**config.mk**
```make
export PLATFORM = sky130hd
export DESIGN_NAME = ocs_clock_select
export DESIGN_NICKNAME = d
export VERILOG_FILES = /design/src/rtl/ocs_pkg.sv /design/src/rtl/ocs_glitchless_mux.sv /design/src/rtl/ocs_clock_select.sv
export SDC_FILE = /design/constraint.sdc
export NUM_CORES = 1
export LEC_CHECK = 0
export ABC_AREA = 1
export BUFFER_PORTS_ARGS = -buffer_cell sky130_fd_sc_hd__buf_2
export CAP_MARGIN = 20
export CORE_ASPECT_RATIO = 1.5
export CORE_UTILIZATION = 57
export CTS_BUF_LIST = sky130_fd_sc_hd__clkbuf_4 sky130_fd_sc_hd__clkbuf_8 sky130_fd_sc_hd__clkbuf_16
export DETAILED_ROUTE_END_ITERATION = 7
export PLACE_DENSITY = 0.81
export SKIP_LAST_GASP = 1
export SLEW_MARGIN = 10
export SYNTH_ARGS = -nofsm -noshare
export SYNTH_HDL_FRONTEND = slang
export SYNTH_SLANG_ARGS = --single-unit
```
**constraint.sdc**
```tcl
create_clock -name core_clk -period 4.7 [get_ports core_clk]
set_input_delay 0.94 -clock core_clk [delete_from_list [all_inputs] [get_ports core_clk]]
set_output_delay 0.94 -clock core_clk [all_outputs]
set_load 0.005 [all_outputs]
```
**src/rtl/ocs_pkg.sv**
```systemverilog
// constants, mode enumeration and pin carrier for the oscillator mode clock select
package ocs_pkg;

   // ==========================================================
   // register bus geometry
   localparam int          ADDR_W           = 2;
   localparam int          DATA_W           = 8;
   localparam logic [1:0]  OFS_OSC_CONTROL  = 2'h0;
   localparam logic [1:0]  OFS_OSC_TUNING   = 2'h1;
   localparam logic [1:0]  OFS_OSC_STATUS   = 2'h2;

   // ==========================================================
   // field positions
   localparam int          FREQ_SEL_LSB     = 4;
   localparam int          FREQ_SEL_W       = 3;
   localparam int          SRC_SEL_BIT      = 7;
   localparam int          MULT_EN_BIT      = 6;
   localparam int          TUNE_W           = 5;
   localparam int          STAT_MULT_BIT    = 4;
   localparam int          STAT_INT8_BIT    = 5;
   localparam int          STAT_LFRC_BIT    = 6;
   localparam int          STAT_BUSY_BIT    = 7;

   // ==========================================================
   // reset values
   localparam logic [2:0]  FREQ_SEL_RST     = 3'h0;
   localparam logic [4:0]  TUNE_RST         = 5'h00;

   // ==========================================================
   // internal frequency select codes
   localparam logic [2:0]  FREQ_8MHZ        = 3'h7;
   localparam logic [2:0]  FREQ_4MHZ        = 3'h6;
   localparam logic [2:0]  FREQ_31KHZ       = 3'h0;

   // ==========================================================
   // mode field codes (fixed ones and a default table for the rest)
   localparam logic [3:0]  CODE_HS_X4       = 4'h6;
   localparam logic [3:0]  CODE_INT_CLKOUT  = 4'h9;
   localparam logic [3:0]  CODE_INT_GPIO    = 4'h8;
   localparam logic [3:0]  CODE_LOW_POWER   = 4'h0;
   localparam logic [3:0]  CODE_XTAL_RES    = 4'h1;
   localparam logic [3:0]  CODE_HS_XTAL     = 4'h2;
   localparam logic [3:0]  CODE_RESCAP_OUT  = 4'h3;
   localparam logic [3:0]  CODE_EXT_OUT     = 4'h4;
   localparam logic [3:0]  CODE_EXT_GPIO    = 4'h5;
   localparam logic [3:0]  CODE_RESCAP_GPIO = 4'h7;

   // ==========================================================
   // timing figures
   localparam int          FOSC_DIV         = 4;
   localparam int          PLL_MULT         = 4;
   localparam int          XTAL_PLL_MAX_MHZ = 10;
   localparam int          INT_PLL_MAX_MHZ  = 32;
   localparam int          LFDIV_BITS       = 8;

   // ==========================================================
   // types
   typedef enum logic [3:0] {
      MODE_LOW_POWER_XTAL  = 4'h0,
      MODE_XTAL_RESONATOR  = 4'h1,
      MODE_HS_XTAL         = 4'h2,
      MODE_HS_XTAL_X4      = 4'h3,
      MODE_RESCAP_CLKOUT   = 4'h4,
      MODE_RESCAP_GPIO     = 4'h5,
      MODE_INT_CLKOUT      = 4'h6,
      MODE_INT_DUAL_GPIO   = 4'h7,
      MODE_EXT_CLKOUT      = 4'h8,
      MODE_EXT_GPIO        = 4'h9
   } ocs_mode_type;

   typedef struct packed {
      logic value;
      logic oe;
   } ocs_pin_type;

   typedef struct packed {
      logic [ADDR_W-1:0] addr;
      logic [DATA_W-1:0] wrData;
      logic              wrStrobe;
      logic              rdStrobe;
   } ocs_bus_type;

endpackage

```
**src/rtl/ocs_glitchless_mux.sv**
```systemverilog
// glitch-free clock source selector working on sampled source levels
`timescale 1ns/1ns
module ocs_glitchless_mux
   import ocs_pkg::*;
#(
   parameter int NUM_SRC = 5,
   parameter int SEL_W   = 3
) (
   // clock and reset
   input  wire logic               core_clk,
   input  wire logic               rst_b,
   // sources and selection
   input  wire logic [NUM_SRC-1:0] srcLevel,
   input  wire logic [SEL_W-1:0]   reqSel,
   // selected clock
   output logic                    devClk,
   output logic                    switchBusy
);

   // ==========================================================
   // elaboration check
   generate
      if (NUM_SRC < 2 || (1 << SEL_W) < NUM_SRC) begin : g_bad
         $error("ocs_glitchless_mux: select too narrow for source count");
      end
   endgenerate

   logic [SEL_W-1:0] curSel;
   logic             gateOn;
   logic             curLevel;
   logic             reqLevel;

   assign curLevel = srcLevel[curSel];
   assign reqLevel = srcLevel[reqSel];

   // ==========================================================
   // gate off old source while low, then gate on new one while low
   always_ff @(posedge core_clk or negedge rst_b) begin
      if (!rst_b) begin
         curSel <= '0;
         gateOn <= 1'b0;
      end else if (reqSel != curSel) begin
         if (gateOn && !curLevel) begin
            gateOn <= 1'b0;           // never cut a high phase
         end else if (!gateOn && !reqLevel) begin
            curSel <= reqSel;         // join new source in its low phase
            gateOn <= 1'b1;
         end
      end else if (!gateOn && !curLevel) begin
         gateOn <= 1'b1;
      end
   end

   // ==========================================================
   // registered output so the gate never shaves a pulse
   always_ff @(posedge core_clk or negedge rst_b) begin
      if (!rst_b) begin
         devClk <= 1'b0;
      end else begin
         devClk <= gateOn & curLevel;
      end
   end

   assign switchBusy = (reqSel != curSel) || !gateOn;

endmodule

```
**src/rtl/ocs_clock_select.sv**
```systemverilog
// oscillator mode decode, pin muxing, internal source control and device clock select
//
// Overview of operation
// - four-bit mode field picks one of ten modes
// - crystal modes dedicate both oscillator pins
// - high-speed crystal mode accepts external clock too
// - external clock modes need no start-up delay
// - external clock mode outputs device clock over four
// - external clock gpio mode frees out pin
// - resistor-capacitor mode outputs clock over four
// - resistor-capacitor gpio mode frees out pin
// - internal clkout mode: bit6 clock, bit7 gpio
// - internal dual gpio mode: both pins gpio
// - x4 crystal mode multiplies crystal by four
// - only x4 mode code routes crystal to multiplier
// - software multiplier enable ignored in x4 mode
// - internal modes let software enable multiplier
// - 8 MHz source feeds selector and postscaler
// - 8 MHz source runs for 125k-8M and for the 8 MHz/256 option
// - low-frequency source runs when selected or needed
// - frequency select picks direct, low-rc or postscaled
// - internal multiplier only at 4 or 8 MHz
// - enable bit forced and read zero when unavailable
// - source bit picks 8 MHz/256 or low-rc
//
// Added by the designer: the placing of the registers and the address-and-strobe port.
`timescale 1ns/1ns
module ocs_clock_select
   import ocs_pkg::*;
#(
   parameter logic [3:0] CODE_LOW_POWER_P   = CODE_LOW_POWER,
   parameter logic [3:0] CODE_XTAL_RES_P    = CODE_XTAL_RES,
   parameter logic [3:0] CODE_HS_XTAL_P     = CODE_HS_XTAL,
   parameter logic [3:0] CODE_RESCAP_OUT_P  = CODE_RESCAP_OUT,
   parameter logic [3:0] CODE_RESCAP_GPIO_P = CODE_RESCAP_GPIO,
   parameter logic [3:0] CODE_EXT_OUT_P     = CODE_EXT_OUT,
   parameter logic [3:0] CODE_EXT_GPIO_P    = CODE_EXT_GPIO
) (
   // clock and reset
   input  wire logic              core_clk,
   input  wire logic              rst_b,
   // configuration strap, sampled once after reset
   input  wire logic [3:0]        oscModeCfgField,
   // register port
   input  wire ocs_bus_type       bus,
   output logic [DATA_W-1:0]      rdData,
   // raw clock sources from the analog side
   input  wire logic              oscPinInLevel,
   input  wire logic              multiplierClk,
   input  wire logic              mainInternal8mhzSource,
   input  wire logic              lowFreqInternalRcSource,
   // features that keep the low-frequency source alive
   input  wire logic              powerUpTimerEn,
   input  wire logic              failSafeMonitorEn,
   input  wire logic              watchdogEn,
   input  wire logic              twoSpeedStartEn,
   // general-purpose port side for the two shared pins
   input  wire ocs_pin_type       portABit6Drive,
   input  wire ocs_pin_type       portABit7Drive,
   output logic                   portABit6In,
   output logic                   portABit7In,
   // pad side for the two oscillator pins
   input  wire logic              oscPinOutLevel,
   output ocs_pin_type            oscPinInPad,
   output ocs_pin_type            oscPinOutPad,
   // analog controls
   output logic                   crystalToMultiplier,
   output logic                   multiplierEnable,
   output logic                   mainInternalEnable,
   output logic                   lowFreqInternalEnable,
   output logic [TUNE_W-1:0]      tuneCode,
   output logic                   oscStartupRequired,
   // device clock
   output logic                   devClk
);

   // ==========================================================
   // elaboration check on the code table
   generate
      if (CODE_LOW_POWER_P == CODE_HS_X4 || CODE_XTAL_RES_P == CODE_HS_X4 ||
          CODE_HS_XTAL_P == CODE_HS_X4 || CODE_RESCAP_OUT_P == CODE_HS_X4 ||
          CODE_RESCAP_GPIO_P == CODE_HS_X4 || CODE_EXT_OUT_P == CODE_HS_X4 ||
          CODE_EXT_GPIO_P == CODE_HS_X4) begin : g_bad_code
         $error("ocs_clock_select: code table collides with the x4 crystal code");
      end
   endgenerate

   localparam int          NUM_SRC       = 5;
   localparam int          SEL_W         = 3;
   localparam logic [2:0]  SRC_PRIMARY   = 3'h0;
   localparam logic [2:0]  SRC_MULT      = 3'h1;
   localparam logic [2:0]  SRC_INT_DIR   = 3'h2;
   localparam logic [2:0]  SRC_INT_POST  = 3'h3;
   localparam logic [2:0]  SRC_LOWFREQ   = 3'h4;

   // ==========================================================
   // mode decode from the strap
   function automatic ocs_mode_type decodeMode(input logic [3:0] code);
      case (code)
         CODE_HS_X4:         return MODE_HS_XTAL_X4;
         CODE_INT_CLKOUT:    return MODE_INT_CLKOUT;
         CODE_INT_GPIO:      return MODE_INT_DUAL_GPIO;
         CODE_XTAL_RES_P:    return MODE_XTAL_RESONATOR;
         CODE_HS_XTAL_P:     return MODE_HS_XTAL;
         CODE_RESCAP_OUT_P:  return MODE_RESCAP_CLKOUT;
         CODE_RESCAP_GPIO_P: return MODE_RESCAP_GPIO;
         CODE_EXT_OUT_P:     return MODE_EXT_CLKOUT;
         CODE_EXT_GPIO_P:    return MODE_EXT_GPIO;
         default:            return MODE_LOW_POWER_XTAL;
      endcase
   endfunction

   logic [3:0]        modeCode;
   logic              cfgCaptured;
   ocs_mode_type      mode;
   // strap is caught on the first edge after release, never under reset
   always_ff @(posedge core_clk or negedge rst_b) begin
      if (!rst_b) begin
         modeCode    <= 4'h0;
         cfgCaptured <= 1'b0;
      end else if (!cfgCaptured) begin
         modeCode    <= oscModeCfgField;
         cfgCaptured <= 1'b1;
      end
   end

   assign mode = decodeMode(modeCode);

   // ==========================================================
   // mode classes
   logic crystalMode;
   logic internalMode;
   logic clkoutOnPinOut;
   logic pinOutIsGpio;
   logic pinInIsGpio;
   assign crystalMode    = (mode == MODE_LOW_POWER_XTAL) || (mode == MODE_XTAL_RESONATOR) ||
                           (mode == MODE_HS_XTAL) || (mode == MODE_HS_XTAL_X4);
   assign internalMode   = (mode == MODE_INT_CLKOUT) || (mode == MODE_INT_DUAL_GPIO);
   assign clkoutOnPinOut = (mode == MODE_EXT_CLKOUT) || (mode == MODE_RESCAP_CLKOUT) ||
                           (mode == MODE_INT_CLKOUT);
   assign pinOutIsGpio   = (mode == MODE_EXT_GPIO) || (mode == MODE_RESCAP_GPIO) ||
                           (mode == MODE_INT_DUAL_GPIO);
   assign pinInIsGpio    = internalMode;

   // ==========================================================
   // two-flop synchronisers for the five source and pin levels arriving from outside
   logic [5:1] syncA;
   logic [5:1] syncB;
   logic       int8Prev;
   logic       devClkPrev;
   // bit numbers match the tap names below
   always_ff @(posedge core_clk or negedge rst_b) begin
      if (!rst_b) begin
         syncA <= 5'h00;
         syncB <= 5'h00;
      end else begin
         syncA <= {oscPinOutLevel, multiplierClk, mainInternal8mhzSource,
                   lowFreqInternalRcSource, oscPinInLevel};
         syncB <= syncA;
      end
   end
   logic pinInSync;
   logic lowFreqSync;
   logic int8Sync;
   logic multSync;
   logic pinOutSync;
   assign pinInSync   = syncB[1];
   assign lowFreqSync = syncB[2];
   assign int8Sync    = syncB[3];
   assign multSync    = syncB[4];
   assign pinOutSync  = syncB[5];

   // ==========================================================
   // register file
   logic [FREQ_SEL_W-1:0] internalFreqSelect;
   logic                  lowFreqSourceSelect;
   logic                  swMultiplierEnable;
   logic [TUNE_W-1:0]     tune;
   logic                  multAvailable;
   logic                  switchBusy;
   // software enable exists only in the internal modes
   assign multAvailable = internalMode;
   always_ff @(posedge core_clk or negedge rst_b) begin
      if (!rst_b) begin
         internalFreqSelect <= FREQ_SEL_RST;
      end else if (bus.wrStrobe && bus.addr == OFS_OSC_CONTROL) begin
         internalFreqSelect <= bus.wrData[FREQ_SEL_LSB +: FREQ_SEL_W];
      end
   end
   // tuning register; the enable bit is held at zero where unusable
   always_ff @(posedge core_clk or negedge rst_b) begin
      if (!rst_b) begin
         lowFreqSourceSelect <= 1'b0;
         swMultiplierEnable  <= 1'b0;
         tune                <= TUNE_RST;
      end else begin
         if (bus.wrStrobe && bus.addr == OFS_OSC_TUNING) begin
            lowFreqSourceSelect <= bus.wrData[SRC_SEL_BIT];
            tune                <= bus.wrData[TUNE_W-1:0];
         end
         if (!multAvailable) begin
            swMultiplierEnable <= 1'b0;
         end else if (bus.wrStrobe && bus.addr == OFS_OSC_TUNING) begin
            swMultiplierEnable <= bus.wrData[MULT_EN_BIT];
         end
      end
   end
   assign tuneCode = tune;

   // ==========================================================
   // multiplier control
   logic intMultActive;
   assign intMultActive = internalMode && swMultiplierEnable &&
                          (internalFreqSelect == FREQ_8MHZ ||
                           internalFreqSelect == FREQ_4MHZ);
   assign crystalToMultiplier = (mode == MODE_HS_XTAL_X4);
   always_ff @(posedge core_clk or negedge rst_b) begin
      if (!rst_b) begin
         multiplierEnable <= 1'b0;
      end else begin
         multiplierEnable <= crystalToMultiplier || intMultActive;
      end
   end

   // ==========================================================
   // internal source enables
   logic lowFreqSelected;
   assign lowFreqSelected = internalMode && internalFreqSelect == FREQ_31KHZ &&
                            !lowFreqSourceSelect;
   always_ff @(posedge core_clk or negedge rst_b) begin
      if (!rst_b) begin
         mainInternalEnable    <= 1'b0;
         lowFreqInternalEnable <= 1'b0;
      end else begin
         // the /256 option also needs the 8 MHz source to run
         mainInternalEnable    <= internalMode &&
                                  (internalFreqSelect != FREQ_31KHZ ||
                                   lowFreqSourceSelect);
         lowFreqInternalEnable <= lowFreqSelected || powerUpTimerEn || failSafeMonitorEn ||
                                  watchdogEn || twoSpeedStartEn;
      end
   end

   // crystal modes need the start-up timer, external clock modes do not
   assign oscStartupRequired = crystalMode;

   // ==========================================================
   // postscaler on the 8 MHz source
   logic [LFDIV_BITS-1:0] postCount;
   logic                  postClk;
   logic                  int8Rise;
   assign int8Rise = int8Sync && !int8Prev;
   always_ff @(posedge core_clk or negedge rst_b) begin
      if (!rst_b) begin
         int8Prev  <= 1'b0;
         postCount <= '0;
      end else begin
         int8Prev <= int8Sync;
         if (int8Rise) begin
            postCount <= postCount + 1'b1;
         end
      end
   end
   // tap per select code: 110 -> /2 ... 001 -> /64, 000 -> /256
   always_comb begin
      case (internalFreqSelect)
         3'h6:    postClk = postCount[0];
         3'h5:    postClk = postCount[1];
         3'h4:    postClk = postCount[2];
         3'h3:    postClk = postCount[3];
         3'h2:    postClk = postCount[4];
         3'h1:    postClk = postCount[5];
         default: postClk = postCount[LFDIV_BITS-1];
      endcase
   end

   // ==========================================================
   // source selection
   logic [SEL_W-1:0] reqSel;
   always_comb begin
      if (crystalToMultiplier || intMultActive) begin
         reqSel = SRC_MULT;
      end else if (!internalMode) begin
         reqSel = SRC_PRIMARY;
      end else if (internalFreqSelect == FREQ_8MHZ) begin
         reqSel = SRC_INT_DIR;
      end else if (lowFreqSelected) begin
         reqSel = SRC_LOWFREQ;
      end else begin
         reqSel = SRC_INT_POST;
      end
   end

   ocs_glitchless_mux #(
      .NUM_SRC (NUM_SRC),
      .SEL_W   (SEL_W)
   ) u_mux (
      .core_clk   (core_clk),
      .rst_b      (rst_b),
      .srcLevel   ({lowFreqSync, postClk, int8Sync, multSync, pinInSync}),
      .reqSel     (reqSel),
      .devClk     (devClk),
      .switchBusy (switchBusy)
   );

   // ==========================================================
   // device clock divided by four for the out pin
   logic [1:0] quarterCount;
   logic       quarterClk;
   always_ff @(posedge core_clk or negedge rst_b) begin
      if (!rst_b) begin
         devClkPrev   <= 1'b0;
         quarterCount <= 2'h0;
         quarterClk   <= 1'b0;
      end else begin
         devClkPrev <= devClk;
         if (devClk && !devClkPrev) begin
            quarterCount <= quarterCount + 2'h1;
         end
         quarterClk <= quarterCount[1];
      end
   end

   // ==========================================================
   // pad muxing; crystal modes leave both pads to the oscillator
   always_comb begin
      oscPinOutPad = '{value: 1'b0, oe: 1'b0};
      if (clkoutOnPinOut) begin
         oscPinOutPad = '{value: quarterClk, oe: 1'b1};
      end else if (pinOutIsGpio) begin
         oscPinOutPad = portABit6Drive;
      end
   end
   always_comb begin
      oscPinInPad = '{value: 1'b0, oe: 1'b0};
      if (pinInIsGpio) begin
         oscPinInPad = portABit7Drive;
      end
   end
   // gpio reads return zero while the pin belongs to the oscillator
   assign portABit6In = pinOutIsGpio && pinOutSync;
   assign portABit7In = pinInIsGpio && pinInSync;

   // ==========================================================
   // read port; data stand only in the cycle after the strobe
   always_ff @(posedge core_clk or negedge rst_b) begin
      if (!rst_b) begin
         rdData <= '0;
      end else if (bus.rdStrobe) begin
         case (bus.addr)
            OFS_OSC_CONTROL: rdData <= {1'b0, internalFreqSelect, 4'h0};
            OFS_OSC_TUNING:  rdData <= {lowFreqSourceSelect, swMultiplierEnable,
                                        1'b0, tune};
            OFS_OSC_STATUS:  rdData <= {switchBusy, lowFreqInternalEnable,
                                        mainInternalEnable, multiplierEnable, modeCode};
            default:         rdData <= '0;
         endcase
      end else begin
         rdData <= '0;
      end
   end

endmodule

```
Word level (Yosys, flattened, before mapping)
Memory sizes are Yosys's and may differ from the RTL's.
Cells that the tools add are included.
Storage, ports and cells
  output and inout port bits: 25
  input port bits: 31
  memories: 1
  bits in registers: 54
  bits in read-only memories: 64
  word-level logic and storage cells: 111
Memory list
  (name not given): depth 16, bits a word 4, rd ports 1, clocked after Yosys merged registers in 0, wr ports 0, line ocs_clock_select.sv:99  | case (code)
Cells by class
  add/sub/neg operators: 2
  bitwise operators: 2
  reductions and logical operators: 43
  order comparisons: 2
  muxes and demuxes: 20
  eq/ne operators: 21
Operators by type and width (number)
  $pmux 8 s3: 1
  $eq 4x3->1 const B: 4
  $logic_or 1x1->1: 16
  $logic_and 1x1->1: 14
  $eq 3x3->1 const B: 4
  $mux 3: 4
  $add 8x1->8 const B: 1
  $eq 4x2->1 const B: 2
  $eq 4x4->1 const B: 2
  $lt 3x4->1 const B: 2
  $mux 1: 8
  $mux 8: 1
  $bmux 1 s3: 2
  $eq 3x2->1 const B: 2
  $logic_not 1->1: 6
  $mux 2: 3
  $pmux 1 s6: 1
  $eq 4x1->1 const B: 1
  $logic_not 4->1: 1
  $eq 3x1->1 const B: 1
  $logic_not 3->1: 1
  $ne 3x1->1 const B: 1
  $ne 3x3->1: 1
  $reduce_and 3->1: 1
  10 further kinds: 10

Longest topological paths before layout
Gate-level depths: netlist of run 1.
An unclocked memory read counts as a cell.
  depth after elaboration: 16
  mapped depth: 14

By module
From an unflattened synthesis of run 1, not the netlist that was laid out.
Second synthesis, totals
  cell total of the unflattened synthesis: 303
  area, all modules: 2524.9 µm²
Modules (own cells, without submodules)
  ocs_clock_select: instances 1, cells each 247, area an instance 2148.3 µm², seq. area each 1226.2 µm²
  ocs_glitchless_mux: instances 1, cells each 56, area an instance 376.6 µm², seq. area each 125.1 µm²

Worst setup path before layout of run 1
OpenSTA, ideal clock, no wires.
  kind: reg-to-output
  from: register modeCode[2]
  to: output port oscPinOutPad[1] (netlist bit)
  cell stages (with the launch flop): 7
  data arrival time: 1.297 ns
  data required time: 3.760 ns
  setup slack: 2.463 ns
  path buffers: 0
  cell sequence: dfrtp_1 nor2_2 nand2_4 clkinv_2 a21oi_1 or3b_1 o22ai_1
RTL lines
  start: declaration: line ocs_clock_select.sv:113  | logic [3:0] modeCode;
  start signal: assignment: line ocs_clock_select.sv:122  | modeCode <= oscModeCfgField;
  end: declaration: line ocs_clock_select.sv:65  | output ocs_pin_type oscPinOutPad,

==> impl_metrics.env, run 1 <==
export IMPL_clockRootBuffer="clkbuf_8"
export IMPL_synth_seq_cells=54
export IMPL_end_kind="output port"
export IMPL_fin_skew_ps=7.479
export IMPL_cts_buffers=5
export IMPL_clk_latency_ps=300
export IMPL_status="complete, no violations"
export IMPL_drc=0
export IMPL_fin_crit_ps=2714
export IMPL_hold_class="flop to flop"
export IMPL_grt_max_degree=55
export IMPL_cp_arrival_ps=1770
export IMPL_relSlewSlack=0.5625
export IMPL_ant_nets=0
export IMPL_final_cell_count_no_fill=384
export IMPL_reg2reg_depth=9
export IMPL_io_pins=56
export IMPL_vias_per_cell=5.008
export IMPL_cts_sinks=54
export IMPL_ys_seq_area_frac=0.5488
export IMPL_synth_top_area_share=0.5488
export IMPL_syn_nets=310
export IMPL_tns_ps=0
export IMPL_synth_avg_cell_area_um2=8.857
export IMPL_routed_wl_um=4554
export IMPL_vias=1923
export IMPL_netlist_instances=278
export IMPL_core_area_um2=4029
export IMPL_synth_warnings=0
export IMPL_cts_htree_levels=2
export IMPL_fin_crit_sh=0.5774
export IMPL_synth_area_leader_cell="dfrtp_1"
export IMPL_dp_cells=376
export IMPL_yosys_top_cells_area="dfrtp_1, nand2_1, inv_1"
export IMPL_reg2reg_to="u_mux.gateOn"
export IMPL_fin_hold_ws_ps=356.2
export IMPL_p_total_uw=1212
export IMPL_portBuffers=55
export IMPL_wl_per_cell_um=11.86
export IMPL_total_leakage_power_uw=0.001603
export IMPL_grt_pass1_wl_um=7686
export IMPL_setup_worst_path_start="modeCode[2]"
export IMPL_start_kind="flop"
export IMPL_peakVddDrop_uv=389.9
export IMPL_antenna_found_initial=0
export IMPL_crit_type="flop to output port"
export IMPL_setup_viol=0
export IMPL_n_fill_cell=310
export IMPL_r2r_start="internalFreqSelect[1]"
export IMPL_overflow=0
export IMPL_nets=370
export IMPL_syn_area_um2=2462
export IMPL_cts_buffer_depth=2
export IMPL_critPathMaxFanout=7
export IMPL_ys_types=31
export IMPL_die_h_um=82.50
export IMPL_required_ps=3760
export IMPL_cts_hold_buf=0
export IMPL_antenna_cells=0
export IMPL_p_per_area_nw_per_um2=418.9
export IMPL_grt_pass1_vias=1785
export IMPL_worst_pin_slew_ps=656.3
export IMPL_cts_tree="built"
export IMPL_finalMaxSlewViolations=0
export IMPL_dpl_hpwl_um=3453
export IMPL_max_freq_ghz=0.3685
export IMPL_die_area_um2=4592
export IMPL_firstDrtPassIters=4
export IMPL_reg2reg_slack_ps=3000
export IMPL_rsz0062_at_grt="no"
export IMPL_initial_utilization=0.6112
export IMPL_cap_violations=0
export IMPL_cts_clk_slew_worst_paths_ps=90
export IMPL_track_usage=0.2168
export IMPL_postCtsSetupBuffers=0
export IMPL_die_width_um=55.67
export IMPL_crit_end="oscPinOutPad[1]"
export IMPL_drtIter0Drc=56
export IMPL_gp_congestion=0.7946
export IMPL_num_rows=28
export IMPL_postCtsResizedCells=0
export IMPL_hold_violations=0
export IMPL_drive_gt1_frac=0.2684
export IMPL_syn_to_final_growth_pct=17.48
==> cell type report <==
cell class                 instances  area (um^2)  share of cell area
timing repair buffer              56        282.8             0.09775
clock buffer                       6        76.32             0.02638
sequential                        54         1351              0.4671
clock inverter                     2        37.54             0.01298
multi-input combinational        179        924.6              0.3196
inverter                          42        163.9             0.05666
tap                               45        56.30             0.01946
==> state kept, by name, indices dropped and copies added (netlist names), 2 cells and up <==
register,count
modeCode,4
postCount,8
u_mux.curSel,3
rdData,8
internalFreqSelect,3
syncA,5
syncB,5
tuneCode,5
quarterCount,2
==> cell usage in the layout, fill, tap and decap left out <==
cell / n
a21oi_1: 20
buf_2: 55
buf_4: 1
bufinv_16: 1
clkbuf_4: 1
clkbuf_8: 5
clkinv_2: 1
clkinvlp_4: 1
conb_1: 1
dfrtp_1: 54
ha_1: 1
inv_1: 37
inv_2: 2
inv_4: 2
nand2_1: 78
nand2_2: 7
nand2_4: 3
nand3_1: 15
nand3_2: 3
nand3b_1: 1
nand4_1: 2
nor2_1: 14
nor2_2: 4
nor2_4: 3
nor2_8: 1
nor3_1: 1
nor3_2: 1
nor4_1: 1
o211ai_1: 1
o21ai_0: 10
o22ai_1: 1
or3b_1: 1
xnor2_1: 4
xor2_1: 6
==> routing by layer <==
metal / part of all wire / vias to the layer above / GRT usage
li1: - / 979 / -
met1: 0.42 / 888 / 0.2365
met2: 0.53 / 50 / 0.4217
met3: 0.041 / 6 / 0.03738
met4: 0.014 / 0 / 0.07750
met5: 0 / - / 0
==> synth_stat cells <==
master and instances:
a21oi_1 20, buf_4 1, buf_6 1, clkbuf_1 1, clkinv_2 1, conb_1 1
dfrtp_1 54, ha_1 1, inv_1 37, inv_2 2, inv_4 2, nand2_1 78
nand2_2 7, nand2_4 3, nand3_1 15, nand3_2 3, nand3b_1 1, nand4_1 2
nor2_1 14, nor2_2 4, nor2_4 3, nor2_8 1, nor3_1 1, nor3_2 1
nor4_1 1, o211ai_1 1, o21ai_0 10, o22ai_1 1, or3b_1 1, xnor2_1 4
xor2_1 6
==> worst min-delay path by stage <==
| stage | start | endpoint | slack [ps] | cells past startpoint |
|---|---|---|---|---|
| final | syncA[1] | syncB[1] | 360 | 0 |
| after global routing | syncA[5] | syncB[5] | 360 | 0 |
| after CTS | syncA[5] | syncB[5] | 360 | 0 |
| after detailed placement | syncA[5] | syncB[5] | 340 | 0 |
| after global placement | syncA[2] | syncB[2] | 330 | 0 |
| after floorplan | syncA[1] | syncB[1] | 330 | 0 |
==> power breakdown <==
part           internal (uW)  total (uW)  leakage [uW]  switching, uW
clock                    165         309     0.0000548            144
sequential               547         621      0.000670           74.6
combinational            118         281      0.000879            163
total                    830        1210       0.00160            382
==> per-stage QoR <==
step                      setup slack (ps)  utilization  instance area, um^2
after global placement                2351       0.6898                 2779
final                                 1986       0.7180                 2893
after global routing                  1855       0.7180                 2893
after CTS                             1972       0.7180                 2893
after detailed placement              2316       0.6898                 2779
after floorplan                       2463            -                 2462
==> critical path, stage by stage, from the launching register on <==
cell and delay [ps]:
dfrtp_1 430, nor2_2 160, nand2_4 110, clkinv_2 100, a21oi_1 60, or3b_1 390
o22ai_1 100, buf_2 130
==> kinds of logic (layout without fill, tap and decap cells) <==
kind of cell    after synthesis  count (layout)  share of synthesized area
compound gates               32              32                    0.06657
xor+xnor                     10              10                    0.03557
fa+ha+maj                     1               1                   0.005080
buf+inv                      45             106                    0.07571
flops                        54              54                     0.5488
other cells                   1               1                   0.001523
simple gates                135             135                     0.2668
No activity file was read; power rests on OpenSTA's default activity.
==> inputs of run 2 (changes only) <==
--- a/config.mk
+++ b/config.mk
@@ -9,10 +9,10 @@
 export BUFFER_PORTS_ARGS = -buffer_cell sky130_fd_sc_hd__buf_2
 export CAP_MARGIN = 20
 export CORE_ASPECT_RATIO = 1.5
-export CORE_UTILIZATION = 57
+export CORE_UTILIZATION = 53
 export CTS_BUF_LIST = sky130_fd_sc_hd__clkbuf_4 sky130_fd_sc_hd__clkbuf_8 sky130_fd_sc_hd__clkbuf_16
 export DETAILED_ROUTE_END_ITERATION = 7
-export PLACE_DENSITY = 0.81
+export PLACE_DENSITY = 0.76
 export SKIP_LAST_GASP = 1
 export SLEW_MARGIN = 10
 export SYNTH_ARGS = -nofsm -noshare
==> constraint.sdc (replaced) <==
create_clock -name core_clk -period 2.5 [get_ports core_clk]
set_input_delay 0.5 -clock core_clk [delete_from_list [all_inputs] [get_ports core_clk]]
set_output_delay 0.5 -clock core_clk [all_outputs]
set_load 0.005 [all_outputs]
==> impl_metrics.env, run 2 (same netlist as run 1, synthesis figures left out) <==
export IMPL_final_common_cell="nand2_1"
export IMPL_relSlewSlack=0.5900
export IMPL_gp_congestion=0.8169
export IMPL_antenna_cells=0
export IMPL_peakVddDrop_uv=407.1
export IMPL_grt_max_degree=29
export IMPL_seqPwrFrac=0.510
export IMPL_cp_slowest_cell="dfrtp_1"
export IMPL_cts_buffers=5
export IMPL_path_delay_family="simple AND/OR/NAND/NOR gates"
export IMPL_nets=370
export IMPL_cts_sinks=54
export IMPL_drive_gt1_frac=0.2684
export IMPL_end_kind="output port"
export IMPL_die_width_um=57.66
export IMPL_finalMaxSlewViolations=0
export IMPL_p_per_area_nw_per_um2=786.1
export IMPL_path_buf_inv=2
export IMPL_max_freq_ghz=0.4393
export IMPL_cts_clk_slew_worst_paths_ps=90
export IMPL_grt_pass1_wl_um=7714
export IMPL_cp_depth=7
export IMPL_portBuffers=55
export IMPL_postCtsSetupBuffers=0
export IMPL_routed_wl_um=4555
export IMPL_largestRegisters="postCount: 8 flops, rdData: 8 flops"
export IMPL_swShare=0.3120
export IMPL_required_ps=2000
export IMPL_design_area_um2=2909
export IMPL_start_kind="flop"
export IMPL_setup_viol=0
export IMPL_cts_htree_levels=2
export IMPL_wl_per_cell_um=11.77
export IMPL_drc=7
export IMPL_netSwitchingPower_uw=713.6
export IMPL_dpl_cell_area_um2=2795
export IMPL_syn_to_final_growth_pct=18.14
export IMPL_drtIter0Drc=75
export IMPL_hold_class="input port to async pin"
export IMPL_io_pins=56
export IMPL_firstDrtPassIters=6
export IMPL_overflow=0
export IMPL_violations="DRC"
export IMPL_grt_pass1_vias=1912
export IMPL_final_cell_count_no_fill=387
export IMPL_ant_nets=0
export IMPL_cap_violations=0
export IMPL_tns_ps=0
export IMPL_vias_per_cell=4.943
export IMPL_crit_type="flop to output port"
export IMPL_fin_crit_ps=2277
export IMPL_vias=1913
export IMPL_dp_cells=379
export IMPL_fin_skew_ps=7.258
export IMPL_die_area_um2=4928
export IMPL_clk_latency_ps=300
export IMPL_cts_hold_buf=0
export IMPL_clockRootBuffer="clkbuf_8"
export IMPL_internal_power_uw=1573
export IMPL_utilization=0.6458
export IMPL_initial_utilization=0.5467
export IMPL_antenna_found_initial=0
export IMPL_slowest_delay_ps=430
export IMPL_critPathMaxFanout=7
export IMPL_dpl_hpwl_um=3580
export IMPL_crit_path_cell_trace="nor2_2, nand2_4, clkinv_2, a21oi_1, or3b_1, o22ai_1, buf_2"
export IMPL_cp_arrival_ps=1780
export IMPL_worst_pin_slew_ps=615.0
export IMPL_power_frac_clock=0.256
export IMPL_rsz0062_at_grt="no"
export IMPL_hold_violations=0
export IMPL_reg2reg_depth=9
export IMPL_track_usage=0.2064
export IMPL_core_area_um2=4504
export IMPL_pwr_share_comb=0.234
export IMPL_most_common_layout_cells="nand2_1, buf_2, dfrtp_1"
export IMPL_die_h_um=85.48
export IMPL_cts_tree="built"
export IMPL_total_leakage_power_uw=0.001612
export IMPL_cts_buffer_depth=2
export IMPL_p_total_uw=2287
export IMPL_fin_crit_sh=0.9106
export IMPL_num_rows=30
export IMPL_status="finished, violations left"
export IMPL_postCtsResizedCells=0
[run 2: final timing paths]
check / slack, ps / end / start
setup / recovery: 220 / oscPinOutPad[1] / modeCode[2]
hold / removal: 200 / tuneCode[1] / rst_b
setup reg to reg: 820 / u_mux.gateOn / internalFreqSelect[1]
hold reg to reg: 350 / syncB[5] / syncA[5]
max in group asynchronous: 1740 / syncB[1] / rst_b
min in group core_clk: 300 / syncA[3] / mainInternal8mhzSource
[run 2: cell type report]
type                    instances  area, um^2
repair buffers                 56       295.3
fillers                       376        1595
well taps                      48       60.06
multi-input cells             179       924.6
clock inverters                 1       30.03
inverters                      42       163.9
flip-flops and latches         54        1351
clock buffers                   7       83.83
[run 2: power groups by stage]
| stage | combinational (uW) | sequential [uW] | clock, uW |
|---|---|---|---|
| 2_1_floorplan | 401 | 1150 | 0 |
| 3_3_place_gp | 526 | 1180 | 0 |
| 3_5_place_dp | 541 | 1180 | 0 |
| 4_1_cts | 545 | 1170 | 600 |
| 5_1_grt | 622 | 1190 | 634 |
| 6_report | 536 | 1170 | 585 |
[run 2: stage by stage]
| stage | hold WS [ps] | setup slack [ps] |
|---|---|---|
| 6_report | 197.4 | 223.4 |
| 3_5_place_dp | 335.8 | 550.1 |
| 3_3_place_gp | 332.4 | 590.8 |
| 2_1_floorplan | 204.4 | 702.7 |
| 4_1_cts | 214.8 | 207.1 |
| 5_1_grt | 240.4 | 120.4 |
[run 2: worst register-to-register path: stages, from the launching register on]
cell     delay, ps
dfrtp_1        510
nor2_4         180
nand3_2        130
nor2_2         200
xnor2_1        180
nand3_2        110
nand2_2         90
inv_4           50
nand2_4         60
nand3_1         60
[run 2: per-layer routing]
metal / part of all wire / track usage
met5: 0 / 0
met4: 0.024 / 0.08009
met3: 0.035 / 0.03659
met2: 0.53 / 0.3943
met1: 0.41 / 0.2173
